===== config.mk =====
export PLATFORM = sky130hd
export DESIGN_NAME = tlfc_regs
export DESIGN_NICKNAME = d
export VERILOG_FILES = /design/src/common/tlfc_pkg.sv /design/src/logic/tlfc_regs.sv
export VERILOG_INCLUDE_DIRS = /design/src /design/src/common
export SDC_FILE = /design/constraint.sdc
export NUM_CORES = 1
export LEC_CHECK = 0
export ABC_AREA = 1
export BUFFER_PORTS_ARGS = -buffer_cell sky130_fd_sc_hd__buf_2
export CAP_MARGIN = 20
export CORE_MARGIN = 2
export CORE_UTILIZATION = 55
export CTS_CLUSTER_DIAMETER = 40
export DETAILED_ROUTE_END_ITERATION = 16
export GPL_TIMING_DRIVEN = 0
export PLACE_DENSITY = 0.85
export SETUP_SLACK_MARGIN = 0.5
export SYNTH_ARGS = -nofsm -noshare
export SYNTH_HDL_FRONTEND = slang
export SYNTH_SLANG_ARGS = --single-unit

===== constraint.sdc =====
create_clock -name clock -period 6.35 [get_ports clock]
set_input_delay 1.27 -clock clock [delete_from_list [all_inputs] [get_ports clock]]
set_output_delay 1.27 -clock clock [all_outputs]
set_load 0.01 [all_outputs]

===== src/common/tlfc_defs.svh =====
`ifndef TLFC_DEFS_SVH
`define TLFC_DEFS_SVH

// ****************************************
// Register offsets
// ****************************************
`define TLFC_OFS_AMB_STEP_DLY  8'hb5
`define TLFC_OFS_REM_DLY       8'hb6
`define TLFC_OFS_LOWER_EN      8'hb7
`define TLFC_OFS_TOP_STS       8'hb8
`define TLFC_OFS_RSVD_BA       8'hba
`define TLFC_OFS_RSVD_BB       8'hbb
`define TLFC_OFS_RSVD_BD       8'hbd
`define TLFC_OFS_RSVD_BF       8'hbf
`define TLFC_OFS_RSVD_C0       8'hc0
`define TLFC_OFS_TRIP_CTRL     8'hc1
`define TLFC_OFS_TRIP_LIM_R1   8'hc4
`define TLFC_OFS_TRIP_LIM_R2   8'hc5
`define TLFC_OFS_TRIP_LIM_AMB  8'hc9
`define TLFC_OFS_TRIP_STS      8'hca
`define TLFC_OFS_TRIP_OE       8'hcb
`define TLFC_OFS_ZONE_IRQ_EN   8'hce
`define TLFC_OFS_FAN1_MAX      8'hd1
`define TLFC_OFS_FAN2_MAX      8'hd6
`define TLFC_OFS_FAN3_MAX      8'hdb
`define TLFC_OFS_RES_SEL       8'he0

// ****************************************
// Reset values
// ****************************************
`define TLFC_RST_ZERO          8'h00
`define TLFC_RST_RSVD_BA       8'h03
`define TLFC_RST_TRIP_CTRL     8'h01
`define TLFC_RST_TRIP_LIM      8'h7f
`define TLFC_RST_FAN_MAX       8'hff

// ****************************************
// Field positions
// ****************************************
`define TLFC_AMB_STEP_MSB      5
`define TLFC_AMB_STEP_LSB      4
`define TLFC_AMB_DLY_MSB       1
`define TLFC_AMB_DLY_LSB       0
`define TLFC_R1_DLY_MSB        7
`define TLFC_R1_DLY_LSB        6
`define TLFC_R2_DLY_MSB        5
`define TLFC_R2_DLY_LSB        4
`define TLFC_TOP_INT_EN_BIT    0
`define TLFC_TRIP_CTRL_BIT     1

// ****************************************
// Timing
// ****************************************
`define TLFC_CLK_MHZ           100
`define TLFC_MINUTE_S          60
`define TLFC_MINUTE_CYCLES     (64'(`TLFC_MINUTE_S) * 64'(`TLFC_CLK_MHZ) * 64'd1000000)

`endif


===== src/common/tlfc_pkg.sv =====
`default_nettype none
package tlfc_pkg;
  typedef logic [7:0] tlfc_byte_t;
  // Zone order in all 3-bit vectors: [2]=remote2, [1]=remote1, [0]=ambient
  typedef logic [2:0] tlfc_zones_t;
  typedef enum logic [1:0] {
    TLFC_IDLE = 2'b01,
    TLFC_WAIT = 2'b10
  } tlfc_lower_state_t;
endpackage
`default_nettype wire


===== src/logic/tlfc_regs.sv =====
// The plain strobed port is this design's own decision.
`timescale 1ns/1ps
`default_nettype none
`include "tlfc_defs.svh"

// Overview of operation
// - Lock freezes every configuration register; status clears bypass it
// - Ambient step bits 5:4, delay 1:0
// - Step code 00..11 subtracts 2..8 degrees
// - Delay code 00..11 waits 1..4 minutes
// - Lower low limit when above top, enabled
// - Enable bits 3:1 are remote2, remote1, ambient
// - Top value still sets top flags when lowering disabled
// - Bit 0 gates top flags onto interrupt
// - Top flags set when reading exceeds top
// - Top flags sticky, cleared by writing one
// - Clear only if zone no longer above top
// - Both status registers reset to zero
// - Control bit 1 gates trip output
// - Separate trip limits per zone, reset 7Fh
// - Trip flag set when above trip limit
// - Two successive cycles over limit needed
// - Per-zone trip output enables, reset off
// - Trip flags clear only when pin inactive
// - Three max duty registers, reset FFh
// - Two-bit resolution select per fan
// - Minimum limit accepts -127 to +127
module tlfc_regs #(
  parameter longint unsigned MinuteCycles = `TLFC_MINUTE_CYCLES
) (
  input  wire logic        clock,
  input  wire logic        rst,
  input  wire logic [7:0]  regAddr,
  input  wire logic [7:0]  regWrData,
  input  wire logic        regWrStb,
  input  wire logic        regRdStb,
  output logic      [7:0]  regRdData,
  input  wire logic        lockBit,
  input  wire logic        globalIrqEnable,
  input  wire logic        monitorCycleDone,
  input  wire logic [23:0] zoneTempReading,
  input  wire logic [23:0] zoneTopTemp,
  input  wire logic [23:0] zoneLowLimitIn,
  output logic      [2:0]  lowLimitLoad,
  output logic      [23:0] lowLimitLowered,
  output logic      [7:0]  fan1MaxDuty,
  output logic      [7:0]  fan2MaxDuty,
  output logic      [7:0]  fan3MaxDuty,
  output logic      [5:0]  fanResolutionSel,
  output logic             overtempTripOutN,
  output logic             monitorIrqOutN
);

  // ****************************************
  // Register storage
  // ****************************************
  tlfc_pkg::tlfc_byte_t  ambStepDly_ff;
  tlfc_pkg::tlfc_byte_t  remDly_ff;
  tlfc_pkg::tlfc_byte_t  lowerEn_ff;
  tlfc_pkg::tlfc_zones_t topSts_ff;
  tlfc_pkg::tlfc_byte_t  rsvdBa_ff;
  tlfc_pkg::tlfc_byte_t  rsvdBf_ff;
  tlfc_pkg::tlfc_byte_t  rsvdC0_ff;
  tlfc_pkg::tlfc_byte_t  tripCtrl_ff;
  tlfc_pkg::tlfc_byte_t  tripLim_ff [3];
  tlfc_pkg::tlfc_zones_t tripSts_ff;
  tlfc_pkg::tlfc_zones_t tripOe_ff;
  tlfc_pkg::tlfc_zones_t zoneIrqEn_ff;
  tlfc_pkg::tlfc_byte_t  fanMax_ff [3];
  logic [5:0]            resSel_ff;
  tlfc_pkg::tlfc_zones_t tripOver_ff;
  logic [7:0]            rdData_ff;

  logic                  wrOk;
  tlfc_pkg::tlfc_zones_t aboveTop;
  tlfc_pkg::tlfc_zones_t aboveTrip;
  tlfc_pkg::tlfc_zones_t lowerGo;
  logic [1:0]            zoneStep [3];
  logic [1:0]            zoneDly [3];
  logic                  tripActive;
  logic                  topClr;
  logic                  tripClr;

  // ****************************************
  // Write qualification
  // ****************************************
  // Status clears bypass the lock; only configuration freezes
  assign wrOk    = regWrStb & ~lockBit;
  assign topClr  = regWrStb && regAddr == `TLFC_OFS_TOP_STS;
  // Clearing while the pin is low is refused whole, so the pin cannot glitch
  assign tripClr = regWrStb && regAddr == `TLFC_OFS_TRIP_STS && !tripActive;

  // ****************************************
  // Zone field selection
  // ****************************************
  // Zone fields: index 0 ambient, 1 remote1, 2 remote2
  assign zoneStep[0] = ambStepDly_ff[`TLFC_AMB_STEP_MSB:`TLFC_AMB_STEP_LSB];
  assign zoneStep[1] = 2'h0;
  assign zoneStep[2] = 2'h0;
  assign zoneDly[0]  = ambStepDly_ff[`TLFC_AMB_DLY_MSB:`TLFC_AMB_DLY_LSB];
  assign zoneDly[1]  = remDly_ff[`TLFC_R1_DLY_MSB:`TLFC_R1_DLY_LSB];
  assign zoneDly[2]  = remDly_ff[`TLFC_R2_DLY_MSB:`TLFC_R2_DLY_LSB];

  // ****************************************
  // Writable registers
  // ****************************************
  always_ff @(posedge clock) begin
    if (rst) begin
      ambStepDly_ff <= `TLFC_RST_ZERO;
      remDly_ff     <= `TLFC_RST_ZERO;
      lowerEn_ff    <= `TLFC_RST_ZERO;
      rsvdBa_ff     <= `TLFC_RST_RSVD_BA;
      rsvdBf_ff     <= `TLFC_RST_ZERO;
      rsvdC0_ff     <= `TLFC_RST_ZERO;
      tripCtrl_ff   <= `TLFC_RST_TRIP_CTRL;
      tripLim_ff[0] <= `TLFC_RST_TRIP_LIM;
      tripLim_ff[1] <= `TLFC_RST_TRIP_LIM;
      tripLim_ff[2] <= `TLFC_RST_TRIP_LIM;
      tripOe_ff     <= 3'h0;
      zoneIrqEn_ff  <= 3'h0;
      fanMax_ff[0]  <= `TLFC_RST_FAN_MAX;
      fanMax_ff[1]  <= `TLFC_RST_FAN_MAX;
      fanMax_ff[2]  <= `TLFC_RST_FAN_MAX;
      resSel_ff     <= 6'h00;
    end else if (wrOk) begin
      unique case (regAddr)
        `TLFC_OFS_AMB_STEP_DLY: ambStepDly_ff <= regWrData & 8'h33;
        `TLFC_OFS_REM_DLY:      remDly_ff     <= regWrData & 8'hf0;
        `TLFC_OFS_LOWER_EN:     lowerEn_ff    <= regWrData & 8'h0f;
        // Reserved bytes BA, BF and C0 are plain storage; software keeps the defaults
        `TLFC_OFS_RSVD_BA:      rsvdBa_ff     <= regWrData;
        `TLFC_OFS_RSVD_BF:      rsvdBf_ff     <= regWrData;
        `TLFC_OFS_RSVD_C0:      rsvdC0_ff     <= regWrData;
        `TLFC_OFS_TRIP_CTRL:    tripCtrl_ff   <= regWrData;
        `TLFC_OFS_TRIP_LIM_AMB: tripLim_ff[0] <= regWrData;
        `TLFC_OFS_TRIP_LIM_R1:  tripLim_ff[1] <= regWrData;
        `TLFC_OFS_TRIP_LIM_R2:  tripLim_ff[2] <= regWrData;
        `TLFC_OFS_TRIP_OE:      tripOe_ff     <= regWrData[2:0];
        `TLFC_OFS_ZONE_IRQ_EN:  zoneIrqEn_ff  <= regWrData[2:0];
        `TLFC_OFS_FAN1_MAX:     fanMax_ff[0]  <= regWrData;
        `TLFC_OFS_FAN2_MAX:     fanMax_ff[1]  <= regWrData;
        `TLFC_OFS_FAN3_MAX:     fanMax_ff[2]  <= regWrData;
        `TLFC_OFS_RES_SEL:      resSel_ff     <= regWrData[5:0];
        // Read-only and unmapped offsets drop the write
        default: ;
      endcase
    end
  end

  // ****************************************
  // Per-zone comparisons and lowering
  // ****************************************
  // Remote step fields live in the neighbouring register outside this bank,
  // so the remote zones use the default 2 degree step here.
  genvar z;
  generate
    for (z = 0; z < 3; z++) begin : g_zone
      tlfc_pkg::tlfc_lower_state_t state_ff;
      // Four minutes at full clock rate needs more than 32 bits
      logic [39:0]                 waitCnt_ff;
      tlfc_pkg::tlfc_byte_t        loweredLim_ff;
      logic [7:0]                  stepDeg;
      logic [7:0]                  lowIn;
      logic [7:0]                  lowNext;
      logic [39:0]                 waitLen;

      // Signed readings so the full -127..+127 minimum span compares right
      assign aboveTop[z]  = $signed(zoneTempReading[z*8 +: 8]) > $signed(zoneTopTemp[z*8 +: 8]);
      assign aboveTrip[z] = $signed(zoneTempReading[z*8 +: 8]) > $signed(tripLim_ff[z]);
      assign stepDeg      = {5'h00, zoneStep[z], 1'b0} + 8'h02;
      assign lowIn        = zoneLowLimitIn[z*8 +: 8];
      // Stop at -127 rather than wrapping to a huge positive limit
      assign lowNext      = ($signed(lowIn) - $signed(stepDeg) < -9'sd127) ? 8'h81
                            : 8'(lowIn - stepDeg);
      assign waitLen      = 40'(MinuteCycles) * (40'(zoneDly[z]) + 40'h1);
      // Idle-only start: a zone waits out its delay before lowering again
      assign lowerGo[z]   = (state_ff == tlfc_pkg::TLFC_IDLE) & lowerEn_ff[z+1] & aboveTop[z];

      always_ff @(posedge clock) begin
        if (rst) begin
          state_ff   <= tlfc_pkg::TLFC_IDLE;
          waitCnt_ff <= 40'h0;
        end else begin
          unique case (state_ff)
            tlfc_pkg::TLFC_IDLE: begin
              if (lowerGo[z]) begin
                state_ff   <= tlfc_pkg::TLFC_WAIT;
                waitCnt_ff <= waitLen - 40'h1;
              end
            end
            tlfc_pkg::TLFC_WAIT: begin
              if (waitCnt_ff == 40'h0) begin
                state_ff <= tlfc_pkg::TLFC_IDLE;
              end else begin
                waitCnt_ff <= waitCnt_ff - 40'h1;
              end
            end
            default: state_ff <= tlfc_pkg::TLFC_IDLE;
          endcase
        end
      end

      always_ff @(posedge clock) begin
        if (rst) begin
          loweredLim_ff <= 8'h00;
        end else if (lowerGo[z]) begin
          loweredLim_ff <= lowNext;
        end
      end

      assign lowLimitLowered[z*8 +: 8] = loweredLim_ff;
    end
  endgenerate

  // ****************************************
  // Lowering load strobe
  // ****************************************
  // Registered so the strobe lines up with the new limit value

  always_ff @(posedge clock) begin
    if (rst) begin
      lowLimitLoad <= 3'h0;
    end else begin
      lowLimitLoad <= lowerGo;
    end
  end

  // ****************************************
  // Top-temperature status
  // ****************************************
  always_ff @(posedge clock) begin
    if (rst) begin
      topSts_ff <= 3'h0;
    end else begin
      if (topClr) begin
        // Set wins; clear only when the zone has cooled
        topSts_ff <= (topSts_ff & ~(regWrData[2:0] & ~aboveTop)) | aboveTop;
      end else begin
        topSts_ff <= topSts_ff | aboveTop;
      end
    end
  end

  // ****************************************
  // Interrupt gating
  // ****************************************
  // Registered so a status write cannot glitch the pin
  always_ff @(posedge clock) begin
    if (rst) begin
      monitorIrqOutN <= 1'b1;
    end else begin
      monitorIrqOutN <= ~(lowerEn_ff[`TLFC_TOP_INT_EN_BIT] & globalIrqEnable & (|topSts_ff));
    end
  end

  // ****************************************
  // Trip path
  // ****************************************
  always_ff @(posedge clock) begin
    if (rst) begin
      tripOver_ff <= 3'h0;
    end else if (monitorCycleDone) begin
      tripOver_ff <= aboveTrip;
    end
  end

  // Pin follows the sticky status, so it stays low until software drops the trip output enable or control bit 1
  assign tripActive = tripCtrl_ff[`TLFC_TRIP_CTRL_BIT] & (|(tripSts_ff & tripOe_ff));

  always_ff @(posedge clock) begin
    if (rst) begin
      tripSts_ff <= 3'h0;
    end else begin
      if (tripClr) begin
        // Set wins over a clear in the same cycle
        tripSts_ff <= (tripSts_ff & ~regWrData[2:0])
                      | ({3{monitorCycleDone}} & tripOver_ff & aboveTrip);
      end else if (monitorCycleDone) begin
        tripSts_ff <= tripSts_ff | (tripOver_ff & aboveTrip);
      end
    end
  end

  // ****************************************
  // Trip pin
  // ****************************************
  always_ff @(posedge clock) begin
    if (rst) begin
      overtempTripOutN <= 1'b1;
    end else begin
      overtempTripOutN <= ~tripActive;
    end
  end

  // ****************************************
  // Outputs and read port
  // ****************************************
  assign fan1MaxDuty      = fanMax_ff[0];
  assign fan2MaxDuty      = fanMax_ff[1];
  assign fan3MaxDuty      = fanMax_ff[2];
  assign fanResolutionSel = resSel_ff;

  always_ff @(posedge clock) begin
    if (rst) begin
      rdData_ff <= 8'h00;
    end else if (regRdStb) begin
      unique case (regAddr)
        `TLFC_OFS_AMB_STEP_DLY: rdData_ff <= ambStepDly_ff;
        `TLFC_OFS_REM_DLY:      rdData_ff <= remDly_ff;
        `TLFC_OFS_LOWER_EN:     rdData_ff <= lowerEn_ff;
        `TLFC_OFS_TOP_STS:      rdData_ff <= {5'h00, topSts_ff};
        `TLFC_OFS_RSVD_BA:      rdData_ff <= rsvdBa_ff;
        `TLFC_OFS_RSVD_BF:      rdData_ff <= rsvdBf_ff;
        `TLFC_OFS_RSVD_C0:      rdData_ff <= rsvdC0_ff;
        `TLFC_OFS_TRIP_CTRL:    rdData_ff <= tripCtrl_ff;
        `TLFC_OFS_TRIP_LIM_AMB: rdData_ff <= tripLim_ff[0];
        `TLFC_OFS_TRIP_LIM_R1:  rdData_ff <= tripLim_ff[1];
        `TLFC_OFS_TRIP_LIM_R2:  rdData_ff <= tripLim_ff[2];
        `TLFC_OFS_TRIP_STS:     rdData_ff <= {5'h00, tripSts_ff};
        `TLFC_OFS_TRIP_OE:      rdData_ff <= {5'h00, tripOe_ff};
        `TLFC_OFS_ZONE_IRQ_EN:  rdData_ff <= {5'h00, zoneIrqEn_ff};
        `TLFC_OFS_FAN1_MAX:     rdData_ff <= fanMax_ff[0];
        `TLFC_OFS_FAN2_MAX:     rdData_ff <= fanMax_ff[1];
        `TLFC_OFS_FAN3_MAX:     rdData_ff <= fanMax_ff[2];
        `TLFC_OFS_RES_SEL:      rdData_ff <= {2'h0, resSel_ff};
        default:                rdData_ff <= 8'h00;
      endcase
    end else begin
      // Idle port reads zero so a late sample never sees stale data
      rdData_ff <= 8'h00;
    end
  end

  assign regRdData = rdData_ff;

endmodule // tlfc_regs

`default_nettype wire


==> results.sh <==
export IMPL_worstPathRequired_ps=6660
export IMPL_slew_violations=0
export IMPL_drcViolationCount=0
export IMPL_fin_total_pwr_mw=4.62
export IMPL_vias=19400
export IMPL_min_path_type="reg -> reg"
export IMPL_dieArea_sq_mm=0.0339
export IMPL_seqPwrFrac_pct=39.4
export IMPL_instances_no_fill=3426
export IMPL_drv_cap=0
export IMPL_synthCells=2744
export IMPL_dr_max_layer_used="met4"
export IMPL_clockBufferDepth=3
export IMPL_power_frac_comb_pct=6.6
export IMPL_synth_area_per_cell_sq_um=6.51
export IMPL_htree_num_levels=2
export IMPL_cts_resized=0
export IMPL_cp_arrival_ps=3790
export IMPL_io_buffers=159
export IMPL_critPathMaxStageDelay_ps=580
export IMPL_synth_seq_area_share_pct=33.6
export IMPL_area_delta_synth_final_pct=16.2
export IMPL_grt_pass1_wl_mm=93.7
export IMPL_wl_met1_mm=24.2
export IMPL_swShare_pct=25.8
export IMPL_clock_root_buffer="clkbuf_16"
export IMPL_r2r_slack_ps=3230
export IMPL_grt_max_degree=14
export IMPL_clock_latency_ps=550
export IMPL_synth_main_ff_cell="dfxtp_1"
export IMPL_layout_min_cycle_time_ps=3480
export IMPL_rsz0062_at_grt="false"
export IMPL_hold_viol_final=0
export IMPL_rows=65
export IMPL_ys_ff_latch=276
export IMPL_antenna_found_initial=2
export IMPL_dpl_hpwl_mm=45.2
export IMPL_drtIter0Drc=1920
export IMPL_start_util_pct=56.2
export IMPL_critical_path_cell_chain="clkbuf_1, inv_1, clkbuf_1, clkbuf_1, o21ai_0, buf_4"
export IMPL_wl_per_cell_um=17.4
export IMPL_yosysWarnings=0
export IMPL_synth_top_area_share_pct=25.5
export IMPL_cts_made_buffers=45
export IMPL_place_congestion=1.01
export IMPL_fin_ws_ps=2870
export IMPL_p_leak_nw=10.8
export IMPL_grt_pass1_vias=18200
export IMPL_met3_length_mm=6.35
export IMPL_wirelength_mm=59.7
export IMPL_pre_cts_ws_ps=2400
export IMPL_numClockSinks=276
export IMPL_critical_path_class="in -> reg"
export IMPL_fin_nets=3150
export IMPL_endpoint_kind="register"
export IMPL_fin_skew_ps=26.6
export IMPL_grt_overflow_total=0
export IMPL_core_area_sq_mm=0.0318
export IMPL_grt_usage_pct=35.0
export IMPL_rr_endpoint="g_zone[1].waitCnt_ff[18]"
export IMPL_tns_ps=0
export IMPL_crit_start="rst"
export IMPL_drive_above_1_share_pct=11.6
export IMPL_vdd_ir_drop_max_mv=0.222
export IMPL_status="finished, final reports clean"
export IMPL_p_switching_mw=1.19
export IMPL_ant_nets=0
export IMPL_crit_path_frequent_cell="clkbuf_1"
export IMPL_finalSetupViolCount=0
export IMPL_synthArstFlopShare_pct=0
export IMPL_p_int_mw=3.43
export IMPL_synth_distinct_cells=57
export IMPL_critical_path_startpoint_type="input port"
export IMPL_via_per_inst=5.67
export IMPL_cts_hold_buf=0
export IMPL_dr_pass1_iters=6
export IMPL_yosys_area_top_type="dfxtp_1"
export IMPL_synth_edf_count=48
export IMPL_slew_headroom_pct=38.5
export IMPL_place_inst=3343
export IMPL_timing_rr_start="remDly_ff[6]"
export IMPL_met2_length_mm=26.4
export IMPL_worst_r2r_path_depth=8
export IMPL_cp_slowest_cell="clkbuf_1"
export IMPL_synthesis_area_sq_mm=0.0179
export IMPL_die_w_um=184
export IMPL_final_area_sq_mm=0.0208
export IMPL_clkPwrFrac_pct=54.0
export IMPL_io_pins=162
export IMPL_endpoint="fanMax_ff[0][4]"
export IMPL_clk_pin_slew_ps=60
export IMPL_postCtsSetupRepairBufs=0
export IMPL_fmax_mhz=287
export IMPL_die_h_um=184
export IMPL_powerDensity_mw_per_mm2=222
export IMPL_netlist_top_cells_area="dfxtp_1, nand2_1, nor2_1, edfxtp_1, ha_1"
export IMPL_tritoncts="yes"
export IMPL_post_dp_cell_area_sq_mm=0.0192
export IMPL_fin_crit_sh_pct=54.8
export IMPL_worst_slew_pin_slew_ps=923
export IMPL_critPathMaxFanout=10
export IMPL_nFillCells=2866
==> worst max-delay path, delay by kind of cell <==
kind / cells / cell delay (ps)
AOI/OAI and AO/OA: 1 / 520
buffers and inverters: 5 / 1990
==> metal layers <==
layer  vias up  track usage (%)
met2      1061             56.7
met1      8889             45.0
met4         0             16.2
met5         -                0
li1       9261                -
met3       208             7.09
==> stage by stage <==
step	hold slack [ps]	util (%)
global route	465	65.3
detailed placement	432	60.5
global placement	428	60.4
CTS	446	65.3
finish	444	65.3
floorplan	404	-
==> state kept, by name, summed over array words and instances, names as in the netlist <==
register              count
g_zone.waitCnt_ff       120
lowerEn_ff                4
tripSts_ff                3
regRdData                 8
remDly_ff                 4
tripOe_ff                 3
lowLimitLoad              3
fanResolutionSel          6
fanMax_ff                24
rsvdBa_ff                 8
tripOver_ff               3
monitorIrqOutN            1
g_zone.loweredLim_ff     24
g_zone.state_ff           6
rsvdBf_ff                 8
overtempTripOutN          1
tripLim_ff               24
tripCtrl_ff               8
topSts_ff                 3
zoneIrqEn_ff              3
rsvdC0_ff                 8
ambStepDly_ff             4
==> cell usage after synthesis, types with 4 or more instances <==
library cell	instances
clkinv_1	4
nor2_4	5
xor2_1	27
buf_1	12
nand4_1	33
buf_4	7
fa_1	4
clkbuf_1	36
inv_1	303
nor3_1	26
inv_2	8
nand3_2	6
nand2_1	750
buf_2	8
o21bai_1	8
buf_6	8
ha_1	94
o21ai_0	173
edfxtp_1	48
nor2_1	445
o211ai_1	6
or2_2	8
nor2_2	25
a31oi_1	5
xnor2_1	26
dfxtp_1	228
o22ai_1	8
nand2_2	7
nand3_1	222
nand2_4	4
nand3b_1	19
a21oi_1	133
nor3_2	6
==> final cells by class <==
class / count / area (sq um) / share of cell area, %
sequential: 276 / 6010 / 28.9
clock inverter: 30 / 347 / 1.67
buffer: 74 / 398 / 1.92
timing repair buffer: 164 / 828 / 3.99
clock buffer: 50 / 1170 / 5.62
antenna: 1 / 2.50 / 0.0121
inverter: 317 / 1190 / 5.74
tap: 435 / 544 / 2.62
multi-input combinational: 2079 / 10300 / 49.5
==> placed cells by master (no fill, tap or decap), types with 27 or more instances in the layout <==
cell,count
a21oi_1,133
o21ai_0,173
nand4_1,33
nand2_1,750
edfxtp_1,48
xor2_1,27
buf_2,168
nand3_1,222
clkbuf_16,45
dfxtp_1,228
clkbuf_1,38
nor2_1,445
ha_1,94
inv_1,303
==> logic make-up (layout without fill, tap and decap cells) <==
group,count (synthesis),after routing,share of synthesized area (%)
compound gates,355,355,10.6
xor+xnor,53,53,2.60
fa+ha+maj,98,98,7.03
buf+inv,391,635,8.90
flops,276,276,33.6
other cells,1,4,0.0210
simple gates,1570,1570,37.3
==> how the worst min path moves through the flow <==
stage | start | endpoint | cells after the start | slack, ps
floorplan | tripCtrl_ff[1] | overtempTripOutN | 1 | 400
CTS | tripCtrl_ff[1] | overtempTripOutN | 1 | 450
global placement | tripCtrl_ff[1] | overtempTripOutN | 1 | 430
finish | g_zone[1].loweredLim_ff[0] | g_zone[1].loweredLim_ff[0] | 2 | 440
detailed placement | tripCtrl_ff[1] | overtempTripOutN | 1 | 430
global route | g_zone[1].loweredLim_ff[0] | g_zone[1].loweredLim_ff[0] | 2 | 460
==> power groups by stage <==
stage	Combinational [mW]	Clock [mW]	Sequential (mW)
after floorplan	0.171	0	1.85
after global placement	0.283	0	1.85
after detailed placement	0.297	0	1.85
after CTS	0.298	2.51	1.82
after global routing	0.336	2.58	1.82
final	0.306	2.49	1.82
No activity file was read; power rests on OpenSTA's default activity.
